--- config.mk ---
export PLATFORM = sky130hd
export DESIGN_NAME = duc_top
export DESIGN_NICKNAME = d
export VERILOG_FILES = /design/src/duc_fifo_unused_placeholder.v /design/src/duc_top.v
export VERILOG_INCLUDE_DIRS = /design/src /design/src/src
export SDC_FILE = /design/constraint.sdc
export NUM_CORES = 1
export LEC_CHECK = 0
export ABC_AREA = 1
export BUFFER_PORTS_ARGS = -buffer_cell sky130_fd_sc_hd__buf_2
export CAP_MARGIN = 15
export CORE_MARGIN = 2
export CORE_UTILIZATION = 35
export CTS_BUF_LIST = sky130_fd_sc_hd__clkbuf_4 sky130_fd_sc_hd__clkbuf_8 sky130_fd_sc_hd__clkbuf_16
export DETAILED_ROUTE_END_ITERATION = 8
export PLACE_DENSITY = 0.53
export SYNTH_ARGS = -nofsm -noshare
export SYNTH_HDL_FRONTEND = slang
export SYNTH_HIERARCHICAL = 1
export SYNTH_SLANG_ARGS = --single-unit
--- constraint.sdc ---
create_clock -name CLK_I -period 15 [get_ports CLK_I]
set_clock_uncertainty 0.05 [all_clocks]
set_input_delay 3 -clock CLK_I [delete_from_list [all_inputs] [get_ports CLK_I]]
set_output_delay 3 -clock CLK_I [all_outputs]
set_load 0.005 [all_outputs]
--- src/duc_defines.vh ---
// Constants for the dual serial channel pin interface.
`ifndef DUC_DEFINES_VH
`define DUC_DEFINES_VH
// ****************************************
// Register offsets on the select lines
// ****************************************
`define DUC_OFS_DATA 3'h0
`define DUC_OFS_IER 3'h1
`define DUC_OFS_EFR 3'h2
`define DUC_OFS_TRIG 3'h3
`define DUC_OFS_MCR 3'h4
`define DUC_OFS_LSR 3'h5
`define DUC_OFS_MSR 3'h6
`define DUC_OFS_FLOW 3'h7
// ****************************************
// Field positions
// ****************************************
`define DUC_MCR_DTR 0
`define DUC_MCR_RTS 1
`define DUC_MCR_OUT 3
`define DUC_MCR_LOOP 4
`define DUC_EFR_ARTS 6
`define DUC_EFR_ACTS 7
`define DUC_IER_RX 0
`define DUC_IER_TX 1
`define DUC_IER_LS 2
`define DUC_IER_MS 3
`define DUC_MSR_DCTS 0
`define DUC_MSR_DDSR 1
`define DUC_MSR_TERI 2
`define DUC_MSR_DCD 3
`define DUC_MSR_CTS 4
`define DUC_MSR_DSR 5
`define DUC_MSR_RI 6
`define DUC_MSR_CD 7
// ****************************************
// Reset values and timing
// ****************************************
`define DUC_RST_REG 8'h00
`define DUC_RST_TRIG 8'h11
`define DUC_FIFO_DEPTH 16
`define DUC_CLK_NS 10
`define DUC_BIT_NS 8680
`define DUC_CHAR_BITS 10
`define DUC_TMO_CHARS 4
`endif

--- src/duc_fifo_unused_placeholder.v ---
`timescale 1ns/10ps

--- src/duc_top.v ---
// Dual serial channel with host strobe port, modem pins and data FIFOs.
`timescale 1ns/10ps
`include "duc_defines.vh"

// ****************************************
// Data FIFO
// ****************************************
module duc_fifo #(
   parameter WIDTH = 8,
   parameter DEPTH = `DUC_FIFO_DEPTH,
   parameter AW = 4
) (
   input wire clk_i,
   input wire rst_n_i,
   input wire in_valid_i,
   output wire in_ready_o,
   input wire [WIDTH-1:0] in_data_i,
   output wire out_valid_o,
   input wire out_ready_i,
   output wire [WIDTH-1:0] out_data_o,
   output wire [AW:0] level_o
);
   localparam [AW:0] FULL = DEPTH;
   reg [WIDTH-1:0] mem_reg [0:DEPTH-1];
   reg [AW-1:0] wr_reg;
   reg [AW-1:0] rd_reg;
   reg [AW:0] count_reg;
   wire push = in_valid_i & in_ready_o;
   wire pop = out_valid_o & out_ready_i;
   assign in_ready_o = (count_reg != FULL);
   assign out_valid_o = (count_reg != {(AW+1){1'b0}});
   assign out_data_o = mem_reg[rd_reg];
   assign level_o = count_reg;
   always @(posedge clk_i) begin
      if (push) begin
         mem_reg[wr_reg] <= in_data_i;
      end
   end
   always @(posedge clk_i or negedge rst_n_i) begin
      if (!rst_n_i) begin
         wr_reg <= {AW{1'b0}};
         rd_reg <= {AW{1'b0}};
         count_reg <= {(AW+1){1'b0}};
      end else begin
         if (push) wr_reg <= wr_reg + 1'b1;
         if (pop) rd_reg <= rd_reg + 1'b1;
         if (push && !pop) count_reg <= count_reg + 1'b1;
         else if (pop && !push) count_reg <= count_reg - 1'b1;
      end
   end
endmodule // duc_fifo

// ****************************************
// One serial channel
// ****************************************
module duc_chan #(
   parameter BAUD = 868,
   parameter TMO = 34720
) (
   input wire clk_i,
   input wire rst_n_i,
   input wire rd_i,
   input wire wr_i,
   input wire [2:0] addr_i,
   input wire [7:0] wdata_i,
   output reg [7:0] rdata_o,
   input wire rx_i,
   input wire cts_n_i,
   input wire dsr_n_i,
   input wire ri_n_i,
   input wire cd_n_i,
   output reg tx_o,
   output reg dtr_n_o,
   output reg rts_n_o,
   output reg op_n_o,
   output reg irq_o,
   output reg irq_oe_n_o,
   output reg rx_dma_request_n_n_o,
   output reg tx_dma_request_n_n_o
);
   localparam [1:0] TX_IDLE = 2'b00;
   localparam [1:0] TX_SHIFT = 2'b01;
   localparam [1:0] RX_IDLE = 2'b00;
   localparam [1:0] RX_BITS = 2'b01;
   localparam [4:0] FULL = `DUC_FIFO_DEPTH;
   reg [7:0] ier_reg, efr_reg, trig_reg, mcr_reg, flow_reg;
   reg [3:0] delta_reg;
   reg [3:0] modem_prev_reg;
   reg ovr_reg, frm_reg;
   reg [1:0] tx_state_reg, rx_state_reg;
   reg [9:0] tx_shift_reg;
   reg [3:0] tx_bit_reg, rx_bit_reg;
   reg [15:0] tx_cnt_reg, rx_cnt_reg;
   reg [8:0] rx_shift_reg;
   reg [31:0] tmo_cnt_reg;
   reg tmo_reg, hold_reg, rx_push_reg;
   reg [7:0] rx_byte_reg;
   wire tx_valid, rx_valid, rx_in_ready;
   wire [7:0] tx_data, rx_data;
   wire [4:0] tx_level, rx_level;
   wire wr_data = wr_i && (addr_i == `DUC_OFS_DATA);
   wire rd_data = rd_i && (addr_i == `DUC_OFS_DATA);
   wire loop = mcr_reg[`DUC_MCR_LOOP];
   wire rx_line = loop ? tx_shift_reg[0] | (tx_state_reg == TX_IDLE) : rx_i;
   wire cts_ok = !efr_reg[`DUC_EFR_ACTS] || !cts_n_i;
   wire tx_take = (tx_state_reg == TX_IDLE) && cts_ok;
   wire [3:0] modem_now = {~cd_n_i, ~ri_n_i, ~dsr_n_i, ~cts_n_i};
   wire [7:0] modem_status_register = {modem_now, delta_reg};
   wire line_err = ovr_reg | frm_reg;
   wire [7:0] lsr = {1'b0, (tx_level == 5'd0) && (tx_state_reg == TX_IDLE),
      tx_level == 5'd0, 1'b0, frm_reg, 1'b0, ovr_reg, rx_valid};
   wire [4:0] rx_trig = (trig_reg[3:0] == 4'h0) ? 5'd1 : {1'b0, trig_reg[3:0]};
   wire [4:0] tx_trig = (trig_reg[7:4] == 4'h0) ? 5'd1 : {1'b0, trig_reg[7:4]};
   wire irq_src = (ier_reg[`DUC_IER_RX] && (rx_valid || tmo_reg)) ||
      (ier_reg[`DUC_IER_TX] && tx_level == 5'd0) ||
      (ier_reg[`DUC_IER_LS] && line_err) ||
      (ier_reg[`DUC_IER_MS] && delta_reg != 4'h0);

   duc_fifo #(.WIDTH(8), .DEPTH(`DUC_FIFO_DEPTH), .AW(4)) u_tx_fifo (
      .clk_i(clk_i), .rst_n_i(rst_n_i),
      .in_valid_i(wr_data), .in_ready_o(), .in_data_i(wdata_i),
      .out_valid_o(tx_valid), .out_ready_i(tx_take), .out_data_o(tx_data),
      .level_o(tx_level));
   duc_fifo #(.WIDTH(8), .DEPTH(`DUC_FIFO_DEPTH), .AW(4)) u_rx_fifo (
      .clk_i(clk_i), .rst_n_i(rst_n_i),
      .in_valid_i(rx_push_reg), .in_ready_o(rx_in_ready), .in_data_i(rx_byte_reg),
      .out_valid_o(rx_valid), .out_ready_i(rd_data), .out_data_o(rx_data),
      .level_o(rx_level));

   always @* begin
      case (addr_i)
         `DUC_OFS_DATA: rdata_o = rx_valid ? rx_data : `DUC_RST_REG;
         `DUC_OFS_IER: rdata_o = ier_reg;
         `DUC_OFS_EFR: rdata_o = efr_reg;
         `DUC_OFS_TRIG: rdata_o = trig_reg;
         `DUC_OFS_MCR: rdata_o = mcr_reg;
         `DUC_OFS_LSR: rdata_o = lsr;
         `DUC_OFS_MSR: rdata_o = modem_status_register;
         default: rdata_o = flow_reg;
      endcase
   end

   // ****************************************
   // Registers and modem pins
   // ****************************************
   always @(posedge clk_i or negedge rst_n_i) begin
      if (!rst_n_i) begin
         ier_reg <= `DUC_RST_REG;
         efr_reg <= `DUC_RST_REG;
         trig_reg <= `DUC_RST_TRIG;
         mcr_reg <= `DUC_RST_REG;
         flow_reg <= `DUC_RST_REG;
         delta_reg <= 4'h0;
         modem_prev_reg <= 4'h0;
         ovr_reg <= 1'b0;
         frm_reg <= 1'b0;
         hold_reg <= 1'b0;
         dtr_n_o <= 1'b1;
         rts_n_o <= 1'b1;
         op_n_o <= 1'b1;
         irq_o <= 1'b0;
         irq_oe_n_o <= 1'b1;
         rx_dma_request_n_n_o <= 1'b1;
         tx_dma_request_n_n_o <= 1'b1;
      end else begin
         if (wr_i) begin
            case (addr_i)
               `DUC_OFS_IER: ier_reg <= wdata_i;
               `DUC_OFS_EFR: efr_reg <= wdata_i;
               `DUC_OFS_TRIG: trig_reg <= wdata_i;
               `DUC_OFS_MCR: mcr_reg <= wdata_i;
               `DUC_OFS_FLOW: flow_reg <= wdata_i;
               default: ;
            endcase
         end
         modem_prev_reg <= modem_now;
         delta_reg <= ((rd_i && addr_i == `DUC_OFS_MSR) ? 4'h0 : delta_reg) |
            {modem_now[3] ^ modem_prev_reg[3], modem_prev_reg[2] & ~modem_now[2],
             modem_now[1:0] ^ modem_prev_reg[1:0]};
         if (rd_i && addr_i == `DUC_OFS_LSR) begin
            ovr_reg <= 1'b0;
            frm_reg <= 1'b0;
         end
         if (rx_push_reg && !rx_in_ready) ovr_reg <= 1'b1;
         if (rx_state_reg == RX_BITS && rx_cnt_reg == 16'd0 && rx_bit_reg == 4'd9 &&
             !rx_line) frm_reg <= 1'b1;
         if (flow_reg[3:0] != 4'h0 && rx_level >= {1'b0, flow_reg[3:0]}) hold_reg <= 1'b1;
         else if (rx_level <= {1'b0, flow_reg[7:4]}) hold_reg <= 1'b0;
         dtr_n_o <= ~mcr_reg[`DUC_MCR_DTR];
         rts_n_o <= ~(mcr_reg[`DUC_MCR_RTS] && !(efr_reg[`DUC_EFR_ARTS] && hold_reg));
         op_n_o <= ~mcr_reg[`DUC_MCR_OUT];
         irq_oe_n_o <= ~mcr_reg[`DUC_MCR_OUT];
         irq_o <= mcr_reg[`DUC_MCR_OUT] && irq_src;
         if (rx_level == 5'd0 || line_err) rx_dma_request_n_n_o <= 1'b1;
         else if (rx_level >= rx_trig || tmo_reg) rx_dma_request_n_n_o <= 1'b0;
         if (tx_level == FULL) tx_dma_request_n_n_o <= 1'b1;
         else if (FULL - tx_level >= tx_trig) tx_dma_request_n_n_o <= 1'b0;
      end
   end

   // ****************************************
   // Transmitter
   // ****************************************
   always @(posedge clk_i or negedge rst_n_i) begin
      if (!rst_n_i) begin
         tx_state_reg <= TX_IDLE;
         tx_shift_reg <= 10'h3ff;
         tx_bit_reg <= 4'd0;
         tx_cnt_reg <= 16'd0;
         tx_o <= 1'b1;
      end else begin
         tx_o <= loop ? 1'b1 : tx_shift_reg[0];
         case (tx_state_reg)
            TX_IDLE: begin
               if (tx_valid && cts_ok) begin
                  tx_shift_reg <= {1'b1, tx_data, 1'b0};
                  tx_bit_reg <= 4'd0;
                  tx_cnt_reg <= BAUD[15:0] - 16'd1;
                  tx_state_reg <= TX_SHIFT;
               end
            end
            TX_SHIFT: begin
               if (tx_cnt_reg != 16'd0) begin
                  tx_cnt_reg <= tx_cnt_reg - 16'd1;
               end else begin
                  tx_cnt_reg <= BAUD[15:0] - 16'd1;
                  tx_shift_reg <= {1'b1, tx_shift_reg[9:1]};
                  tx_bit_reg <= tx_bit_reg + 4'd1;
                  if (tx_bit_reg == 4'd9) tx_state_reg <= TX_IDLE;
               end
            end
            default: tx_state_reg <= TX_IDLE;
         endcase
      end
   end

   // ****************************************
   // Receiver and timeout
   // ****************************************
   always @(posedge clk_i or negedge rst_n_i) begin
      if (!rst_n_i) begin
         rx_state_reg <= RX_IDLE;
         rx_shift_reg <= 9'h000;
         rx_bit_reg <= 4'd0;
         rx_cnt_reg <= 16'd0;
         rx_push_reg <= 1'b0;
         rx_byte_reg <= `DUC_RST_REG;
         tmo_cnt_reg <= 32'd0;
         tmo_reg <= 1'b0;
      end else begin
         rx_push_reg <= 1'b0;
         case (rx_state_reg)
            RX_IDLE: begin
               if (!rx_line) begin
                  rx_cnt_reg <= BAUD[16:1];
                  rx_bit_reg <= 4'd0;
                  rx_state_reg <= RX_BITS;
               end
            end
            RX_BITS: begin
               if (rx_cnt_reg != 16'd0) begin
                  rx_cnt_reg <= rx_cnt_reg - 16'd1;
               end else begin
                  rx_cnt_reg <= BAUD[15:0] - 16'd1;
                  rx_bit_reg <= rx_bit_reg + 4'd1;
                  rx_shift_reg <= {rx_line, rx_shift_reg[8:1]};
                  if (rx_bit_reg == 4'd0 && rx_line) rx_state_reg <= RX_IDLE;
                  if (rx_bit_reg == 4'd9) begin
                     rx_byte_reg <= rx_shift_reg[8:1];
                     rx_push_reg <= 1'b1;
                     rx_state_reg <= RX_IDLE;
                  end
               end
            end
            default: rx_state_reg <= RX_IDLE;
         endcase
         if (!rx_valid || rx_push_reg || rd_data) begin
            tmo_cnt_reg <= 32'd0;
            tmo_reg <= 1'b0;
         end else if (tmo_cnt_reg == TMO) begin
            tmo_reg <= 1'b1;
         end else begin
            tmo_cnt_reg <= tmo_cnt_reg + 32'd1;
         end
      end
   end
endmodule // duc_chan

// ****************************************
// Top level
// ****************************************
module duc_top #(
   parameter BAUD_CYCLES = `DUC_BIT_NS / `DUC_CLK_NS,
   parameter RX_TIMEOUT_CYCLES = `DUC_TMO_CHARS * `DUC_CHAR_BITS * BAUD_CYCLES
) (
   input wire CLK_I,
   input wire RESETN_I,
   input wire READ_STROBE_N_I,
   input wire WRITE_STROBE_N_I,
   input wire CHIP_SELECT_CH0_N_I,
   input wire CHIP_SELECT_CH1_N_I,
   input wire [2:0] REG_SELECT_LINES_I,
   input wire [7:0] HOST_DATA_BUS_I,
   output reg [7:0] HOST_DATA_BUS_O,
   output reg HOST_DATA_BUS_OE_N_O,
   input wire [1:0] RX_I,
   input wire [1:0] CTS_N_I,
   input wire [1:0] DSR_N_I,
   input wire [1:0] RI_N_I,
   input wire [1:0] CD_N_I,
   output wire [1:0] TX_O,
   output wire [1:0] DTR_N_O,
   output wire [1:0] RTS_N_O,
   output wire USER_OUTPUT_CH0_N_O,
   output wire USER_OUTPUT_CH1_N_O,
   output wire IRQ_CH0_O,
   output wire IRQ_CH0_OE_N_O,
   output wire IRQ_CH1_O,
   output wire IRQ_CH1_OE_N_O,
   output wire [1:0] RX_DMA_REQUEST_N_O,
   output wire [1:0] TX_DMA_REQUEST_N_O
);
   localparam N = 25;
   reg [1:0] rst_sync_reg;
   reg [N-1:0] s1_reg, s2_reg, s3_reg, filt_reg;
   reg rd_prev_reg, wr_prev_reg;
   wire rst_n = rst_sync_reg[1];
   wire [N-1:0] pins = {CD_N_I, RI_N_I, DSR_N_I, CTS_N_I, RX_I, HOST_DATA_BUS_I,
      REG_SELECT_LINES_I, CHIP_SELECT_CH1_N_I, CHIP_SELECT_CH0_N_I,
      WRITE_STROBE_N_I, READ_STROBE_N_I};
   wire rd_n = filt_reg[0];
   wire wr_n = filt_reg[1];
   wire [1:0] cs_n = filt_reg[3:2];
   wire [2:0] addr = filt_reg[6:4];
   wire [7:0] wdata = filt_reg[14:7];
   wire rd_fall = rd_prev_reg && !rd_n;
   wire wr_rise = !wr_prev_reg && wr_n;
   wire [7:0] rdata0, rdata1;
   wire [1:0] op_n, irq, irq_oe_n;

   always @(posedge CLK_I or negedge RESETN_I) begin
      if (!RESETN_I) rst_sync_reg <= 2'b00;
      else rst_sync_reg <= {rst_sync_reg[0], 1'b1};
   end

   always @(posedge CLK_I or negedge rst_n) begin
      if (!rst_n) begin
         s1_reg <= {N{1'b1}};
         s2_reg <= {N{1'b1}};
         s3_reg <= {N{1'b1}};
         filt_reg <= {N{1'b1}};
         rd_prev_reg <= 1'b1;
         wr_prev_reg <= 1'b1;
         HOST_DATA_BUS_O <= 8'h00;
         HOST_DATA_BUS_OE_N_O <= 1'b1;
      end else begin
         s1_reg <= pins;
         s2_reg <= s1_reg;
         s3_reg <= s2_reg;
         filt_reg <= (s2_reg & s3_reg) | (filt_reg & (s2_reg ^ s3_reg));
         rd_prev_reg <= rd_n;
         wr_prev_reg <= wr_n;
         if (rd_fall && cs_n != 2'b11) begin
            HOST_DATA_BUS_O <= !cs_n[0] ? rdata0 : rdata1;
            HOST_DATA_BUS_OE_N_O <= 1'b0;
         end else if (rd_n) begin
            HOST_DATA_BUS_OE_N_O <= 1'b1;
         end
      end
   end

   duc_chan #(.BAUD(BAUD_CYCLES), .TMO(RX_TIMEOUT_CYCLES)) u_ch0 (
      .clk_i(CLK_I), .rst_n_i(rst_n),
      .rd_i(rd_fall && !cs_n[0]), .wr_i(wr_rise && !cs_n[0]),
      .addr_i(addr), .wdata_i(wdata), .rdata_o(rdata0),
      .rx_i(filt_reg[15]), .cts_n_i(filt_reg[17]), .dsr_n_i(filt_reg[19]),
      .ri_n_i(filt_reg[21]), .cd_n_i(filt_reg[23]),
      .tx_o(TX_O[0]), .dtr_n_o(DTR_N_O[0]), .rts_n_o(RTS_N_O[0]),
      .op_n_o(op_n[0]), .irq_o(irq[0]), .irq_oe_n_o(irq_oe_n[0]),
      .rx_dma_request_n_n_o(RX_DMA_REQUEST_N_O[0]), .tx_dma_request_n_n_o(TX_DMA_REQUEST_N_O[0]));
   duc_chan #(.BAUD(BAUD_CYCLES), .TMO(RX_TIMEOUT_CYCLES)) u_ch1 (
      .clk_i(CLK_I), .rst_n_i(rst_n),
      .rd_i(rd_fall && !cs_n[1]), .wr_i(wr_rise && !cs_n[1]),
      .addr_i(addr), .wdata_i(wdata), .rdata_o(rdata1),
      .rx_i(filt_reg[16]), .cts_n_i(filt_reg[18]), .dsr_n_i(filt_reg[20]),
      .ri_n_i(filt_reg[22]), .cd_n_i(filt_reg[24]),
      .tx_o(TX_O[1]), .dtr_n_o(DTR_N_O[1]), .rts_n_o(RTS_N_O[1]),
      .op_n_o(op_n[1]), .irq_o(irq[1]), .irq_oe_n_o(irq_oe_n[1]),
      .rx_dma_request_n_n_o(RX_DMA_REQUEST_N_O[1]), .tx_dma_request_n_n_o(TX_DMA_REQUEST_N_O[1]));

   assign USER_OUTPUT_CH0_N_O = op_n[0];
   assign USER_OUTPUT_CH1_N_O = op_n[1];
   assign IRQ_CH0_O = irq[0];
   assign IRQ_CH1_O = irq[1];
   assign IRQ_CH0_OE_N_O = irq_oe_n[0];
   assign IRQ_CH1_OE_N_O = irq_oe_n[1];
endmodule // duc_top

## Yosys cells after proc, flatten, opt, wreduce, memory -nomap -nowiden

Memories as Yosys holds them, arrays and structs flattened.
Index checks and enable logic that the tools add are counted.

| storage, ports and cells | value |
|---|---|
| register bits | 491 |
| latch bits | 0 |
| RAM bits | 512 |
| memory bits (read-only) | 0 |
| output and inout bits | 25 |
| word-level logic and storage cells | 483 |
| memories | 4 |

Memories:

| name | words | bits a word | rd ports | clocked after Yosys merged registers in | wr ports | RTL line | RTL |
|---|---|---|---|---|---|---|---|
| u_ch0.u_rx_fifo.mem_reg | 16 | 8 | 1 | 0 | 1 | duc_top.v:24 | `reg [WIDTH-1:0] mem_reg [0:DEPTH-1];` |
| u_ch0.u_tx_fifo.mem_reg | 16 | 8 | 1 | 0 | 1 | duc_top.v:24 |  |
| u_ch1.u_rx_fifo.mem_reg | 16 | 8 | 1 | 0 | 1 | duc_top.v:24 |  |
| u_ch1.u_tx_fifo.mem_reg | 16 | 8 | 1 | 0 | 1 | duc_top.v:24 |  |

| operators by class | value |
|---|---|
| $add $sub $neg | 28 |
| multipliers | 0 |
| divide/modulo/power cells | 0 |
| magnitude comparators | 8 |
| equality and inequality tests | 38 |
| shifts and indexed selects | 0 |
| mux-type cells | 113 |
| bitwise logic cells | 40 |
| reductions and logical operators | 173 |

Operators by type and width:

| cell | number |
|---|---|
| 16-bit 2-to-1 mux | 8 |
| 32-bit 2-to-1 mux | 4 |
| 16-bit one-hot mux with 2 select lines | 4 |
| 8-bit one-hot mux with 7 select lines | 2 |
| 32-bit by 1-bit adder with 32-bit output (second input constant) | 2 |
| 32-bit by 16-bit == test with 1-bit output (second input constant) | 2 |
| 16-bit nonzero test | 4 |
| 16-bit by 1-bit subtractor with 16-bit output (second input constant) | 4 |
| 4-bit 2-to-1 mux | 14 |
| 1-bit logical AND | 55 |
| 25-bit AND | 2 |
| 4-bit by 1-bit adder with 4-bit output (second input constant) | 12 |
| 1-bit 2-to-1 mux | 42 |
| 2-bit nonzero test | 21 |
| 10-bit 2-to-1 mux | 4 |
| 5-bit 2-to-1 mux | 8 |
| 10-bit one-hot mux with 2 select lines | 2 |
| 16-bit logical NOT | 2 |
| 4-bit one-hot mux with 2 select lines | 4 |
| 2-bit AND reduction | 16 |
| 3-bit AND reduction | 10 |
| 2-bit 2-to-1 mux | 14 |
| 25-bit OR | 1 |
| 25-bit bitwise XOR | 1 |
| other kinds (32) | 162 |

## Longest topological paths before layout

| depth | value |
|---|---|
| depth in word-level cells | 9 |
| depth in mapped cells | 16 |
| gate-level depth less buffers | 16 |

## Hierarchy

Netlist, hierarchy kept.

Modules (own cells, without submodules):

| module | times used | cells an instance | area an instance (um^2) | seq. area each (um^2) |
|---|---|---|---|---|
| duc_fifo | 4 | 619 | 6247.2 | 4169.0 |
| duc_chan | 2 | 1252 | 9024.9 | 4000.1 |
| duc_top | 1 | 227 | 3727.3 | 2956.6 |

## Least setup slack after synthesis

Ideal clock, no wire load.

| timing | value |
|---|---|
| path kind | register -> output |
| start | register, netlist name u_ch0/irq_oe_n_o |
| end | output port USER_OUTPUT_CH0_N_O |
| arrival time | 0.611 ns |
| data required time | 11.950 ns |
| path slack | 11.339 ns |
| stages on the path, launching flop included | 2 |
| path buffers | 1 |
| cells stage by stage | dfstp_2 -> buf_4 |

RTL lines:

| what | RTL line | RTL |
|---|---|---|
| end, declared | duc_top.v:314 | `output wire USER_OUTPUT_CH0_N_O,` |

## Final worst setup path

| timing | value |
|---|---|
| start | register u_ch0.irq_oe_n_o |
| end | output port IRQ_CH0_OE_N_O |

RTL lines:

| what | RTL line | RTL |
|---|---|---|
| start, declared | duc_top.v:77 | `output reg irq_oe_n_o,` |
| start signal, assigned | duc_top.v:192 | `` irq_oe_n_o <= ~mcr_reg[`DUC_MCR_OUT]; `` |
| end, declared | duc_top.v:317 | `output wire IRQ_CH0_OE_N_O,` |

No word-level cell between the ends.

==> flow_metrics.py <==
metrics = {
    "global_route": {
        "antenna_found_initial": 3,
        "met2_usage": 0.262,
        "grt_use_total": 0.165,
        "grt_use_met1": 0.233,
        "grt_pass1_vias": 31732,
        "grt_pass1_wl_um": 179000,
        "grt_max_degree": 152,
        "overflow": 0,
        "grtUsageMet3": 0.0261,
        "top_usage_layer": "met2",
    },
    "routing": {
        "drcViolationCount": 0,
        "num_vias": 33313,
        "drt_first_iter_violations": 2643,
        "via_per_inst": 4.67,
        "routedWlPerCell_um": 15.9,
        "drt-pass1-iter-count": 6,
        "drt-total-wl_um": 113000,
        "ant_nets": 0,
    },
    "yosys": {
        "syn_avg_cell_area_um2": 8.98,
        "netlist_area_um2": 46800,
        "yosysSeqAreaShare": 0.591,
        "async_flop_share": 0.485,
        "synth_edf_count": 512,
        "synth.distinct_cells": 45,
        "synth_warnings": 6,
        "yosys-top-cells-area": "edfxtp_1, dfrtp_1, nand2_1",
        "postSynthRegisterBits": 995,
        "yosys_most_used_dff": "edfxtp_1",
        "synth_cells": 5207,
        "syn_nets": 5359,
        "synth_top_cell_by_area": "edfxtp_1",
        "synth_top_area_share": 0.329,
    },
    "timing": {
        "rsz0062_at_grt": "false",
        "fin_crit_ns": 4.40,
        "hold_viol": 0,
        "timing.fmax_mhz": 228,
        "tns_ns": 0,
        "fin_ws_ns": 10.60,
        "relSlewSlack": 0.329,
        "holdWs_ns": 0.293,
        "drv_slew": 0,
        "setup_viol": 0,
        "post-route-period-util": 0.293,
        "worstMarginPinSlew_ns": 1.00,
    },
    "cts": {
        "clock-sinks": 995,
        "cts_max_level": 3,
        "cts_hold_buf": 0,
        "clk_latency_ns": 0.72,
        "cts_buffers": 112,
        "clk_pin_slew_worst_paths_ns": 0.06,
        "ctsResizeCount": 0,
        "cts_buffer_depth": 3,
        "postCtsSetupBuffers": 0,
        "root_buffer": "clkbuf_16",
        "cts_tree": "yes",
    },
    "pwr": {
        "peakVddDrop_mv": 0.101,
        "power.leakage_nw": 23.1,
        "p_total_mw": 7.28,
        "powerDensity_nw_per_um2": 139,
    },
    "placement": {
        "port_buffers": 51,
        "post-dp-hpwl_um": 73900,
        "place_congestion": 0.853,
        "place_ws_ns": 11.22,
    },
    "floorplanning": {
        "initial_core_util": 0.352,
        "design.core.area_um2": 133000,
        "die_y_um": 370,
        "io_pins": 52,
        "rows": 134,
        "chipWidth_um": 370,
        "die-area_um2": 137000,
    },
    "layout": {
        "fill_cells": 13251,
        "layout_commonest_cell": "nand2_1",
        "multi_input_area_um2": 16200,
        "areaGrowthSynthToFinish_pct": 12.3,
        "nets": 5421,
        "final_util": 0.395,
        "final_cell_mix": "nand2_1, nor2_1, inv_1",
        "drive_gt1_frac": 0.0967,
        "seq_area_um2": 27600,
    },
    "hold_path": {
        "hp-class": "register to register",
    },
    "worst_setup_path": {
        "start_kind": "register",
        "critPathMaxStageDelay_ns": 0.52,
        "critPathArrivalTime_ns": 1.35,
        "cp_num_buf_inv": 1,
        "setup.worst_path.class": "register to primary output",
        "critical-path-top-delay-family": "flip-flops",
        "cp_max_fo": 2,
        "crit_path_end_kind": "primary output",
        "cp.required_ns": 11.95,
        "slowest_stage": "dfstp_2",
        "crit_chain": "buf_2",
    },
    "job": {
        "maxCapViolCount": 0,
    },
    "status": {
        "status": "finished clean",
    },
}
## synth_stat cells, types with 3 or more instances
library cell / instances
buf_2: 68
o21ai_2: 16
a21oi_1: 44
and2_1: 6
nor3b_1: 8
xnor2_1: 22
buf_6: 15
nand3_2: 3
o21bai_1: 4
nor2_8: 4
nand4_1: 46
o31ai_1: 4
nand2_1: 1844
o21ai_1: 36
dfrtp_1: 346
xor2_1: 44
clkbuf_1: 18
fa_1: 4
clkinv_1: 4
buf_4: 24
nor2_1: 616
nand2_2: 16
nand3_1: 412
nor3_1: 12
edfxtp_1: 512
nand4_2: 4
nand3b_1: 12
nor3_4: 4
nor2_2: 6
inv_2: 35
or2_2: 10
a21o_1: 26
ha_1: 121
o21ai_0: 160
dfstp_2: 137
o22ai_1: 10
inv_1: 541
## final timing paths
check                      slack (ns)  cells after the start                    end             start
max                             10.60                      1         IRQ_CH0_OE_N_O  u_ch0/irq_oe_n_o
min                              0.29                      0              s2_reg[3]         s1_reg[3]
max reg2reg                     11.48                      3  u_ch0/rx_shift_reg[6]   rst_sync_reg[1]
min reg2reg                      0.29                      0              s2_reg[3]         s1_reg[3]
max in group asynchronous       11.48                      3  u_ch0/rx_shift_reg[6]   rst_sync_reg[1]
min in group asynchronous        0.42                      0    u_ch1/tx_cnt_reg[2]   rst_sync_reg[1]
## routing by layer
metal / vias to the layer above / routed length, um
met4: 2 / 3110
met1: 15770 / 53900
li1: 16758 / -
met3: 180 / 5050
met2: 603 / 51300
met5: - / 13
## power by group
part           switching, mW  internal [mW]
combinational          0.770          0.393
sequential             0.190           3.12
clock                   1.14           1.68
total                   2.10           5.19
## metrics by stage
stage	area [um^2]	cells
global route	52500	7135
global placement	48700	6923
detailed placement	48700	6923
finish	52500	7137
CTS	52500	7135
floorplan	46800	5207
## layout make-up
type / count / share of cell area
diodes: 2 / 0.0000953
clock buffers: 146 / 0.0611
clock inverters: 66 / 0.0119
inverters: 580 / 0.0415
multi-input cells: 3507 / 0.309
flip-flops and latches: 995 / 0.526
well taps: 1768 / 0.0421
repair buffers: 73 / 0.00825
## kinds of logic after synthesis
kind of cell | synth area share
compound gates | 0.0371
xor+xnor | 0.0124
fa+ha+maj | 0.0341
buf+inv | 0.0627
flops | 0.591
other cells | 0.0000802
simple gates | 0.263
Power figures use the tool's default switching activity.
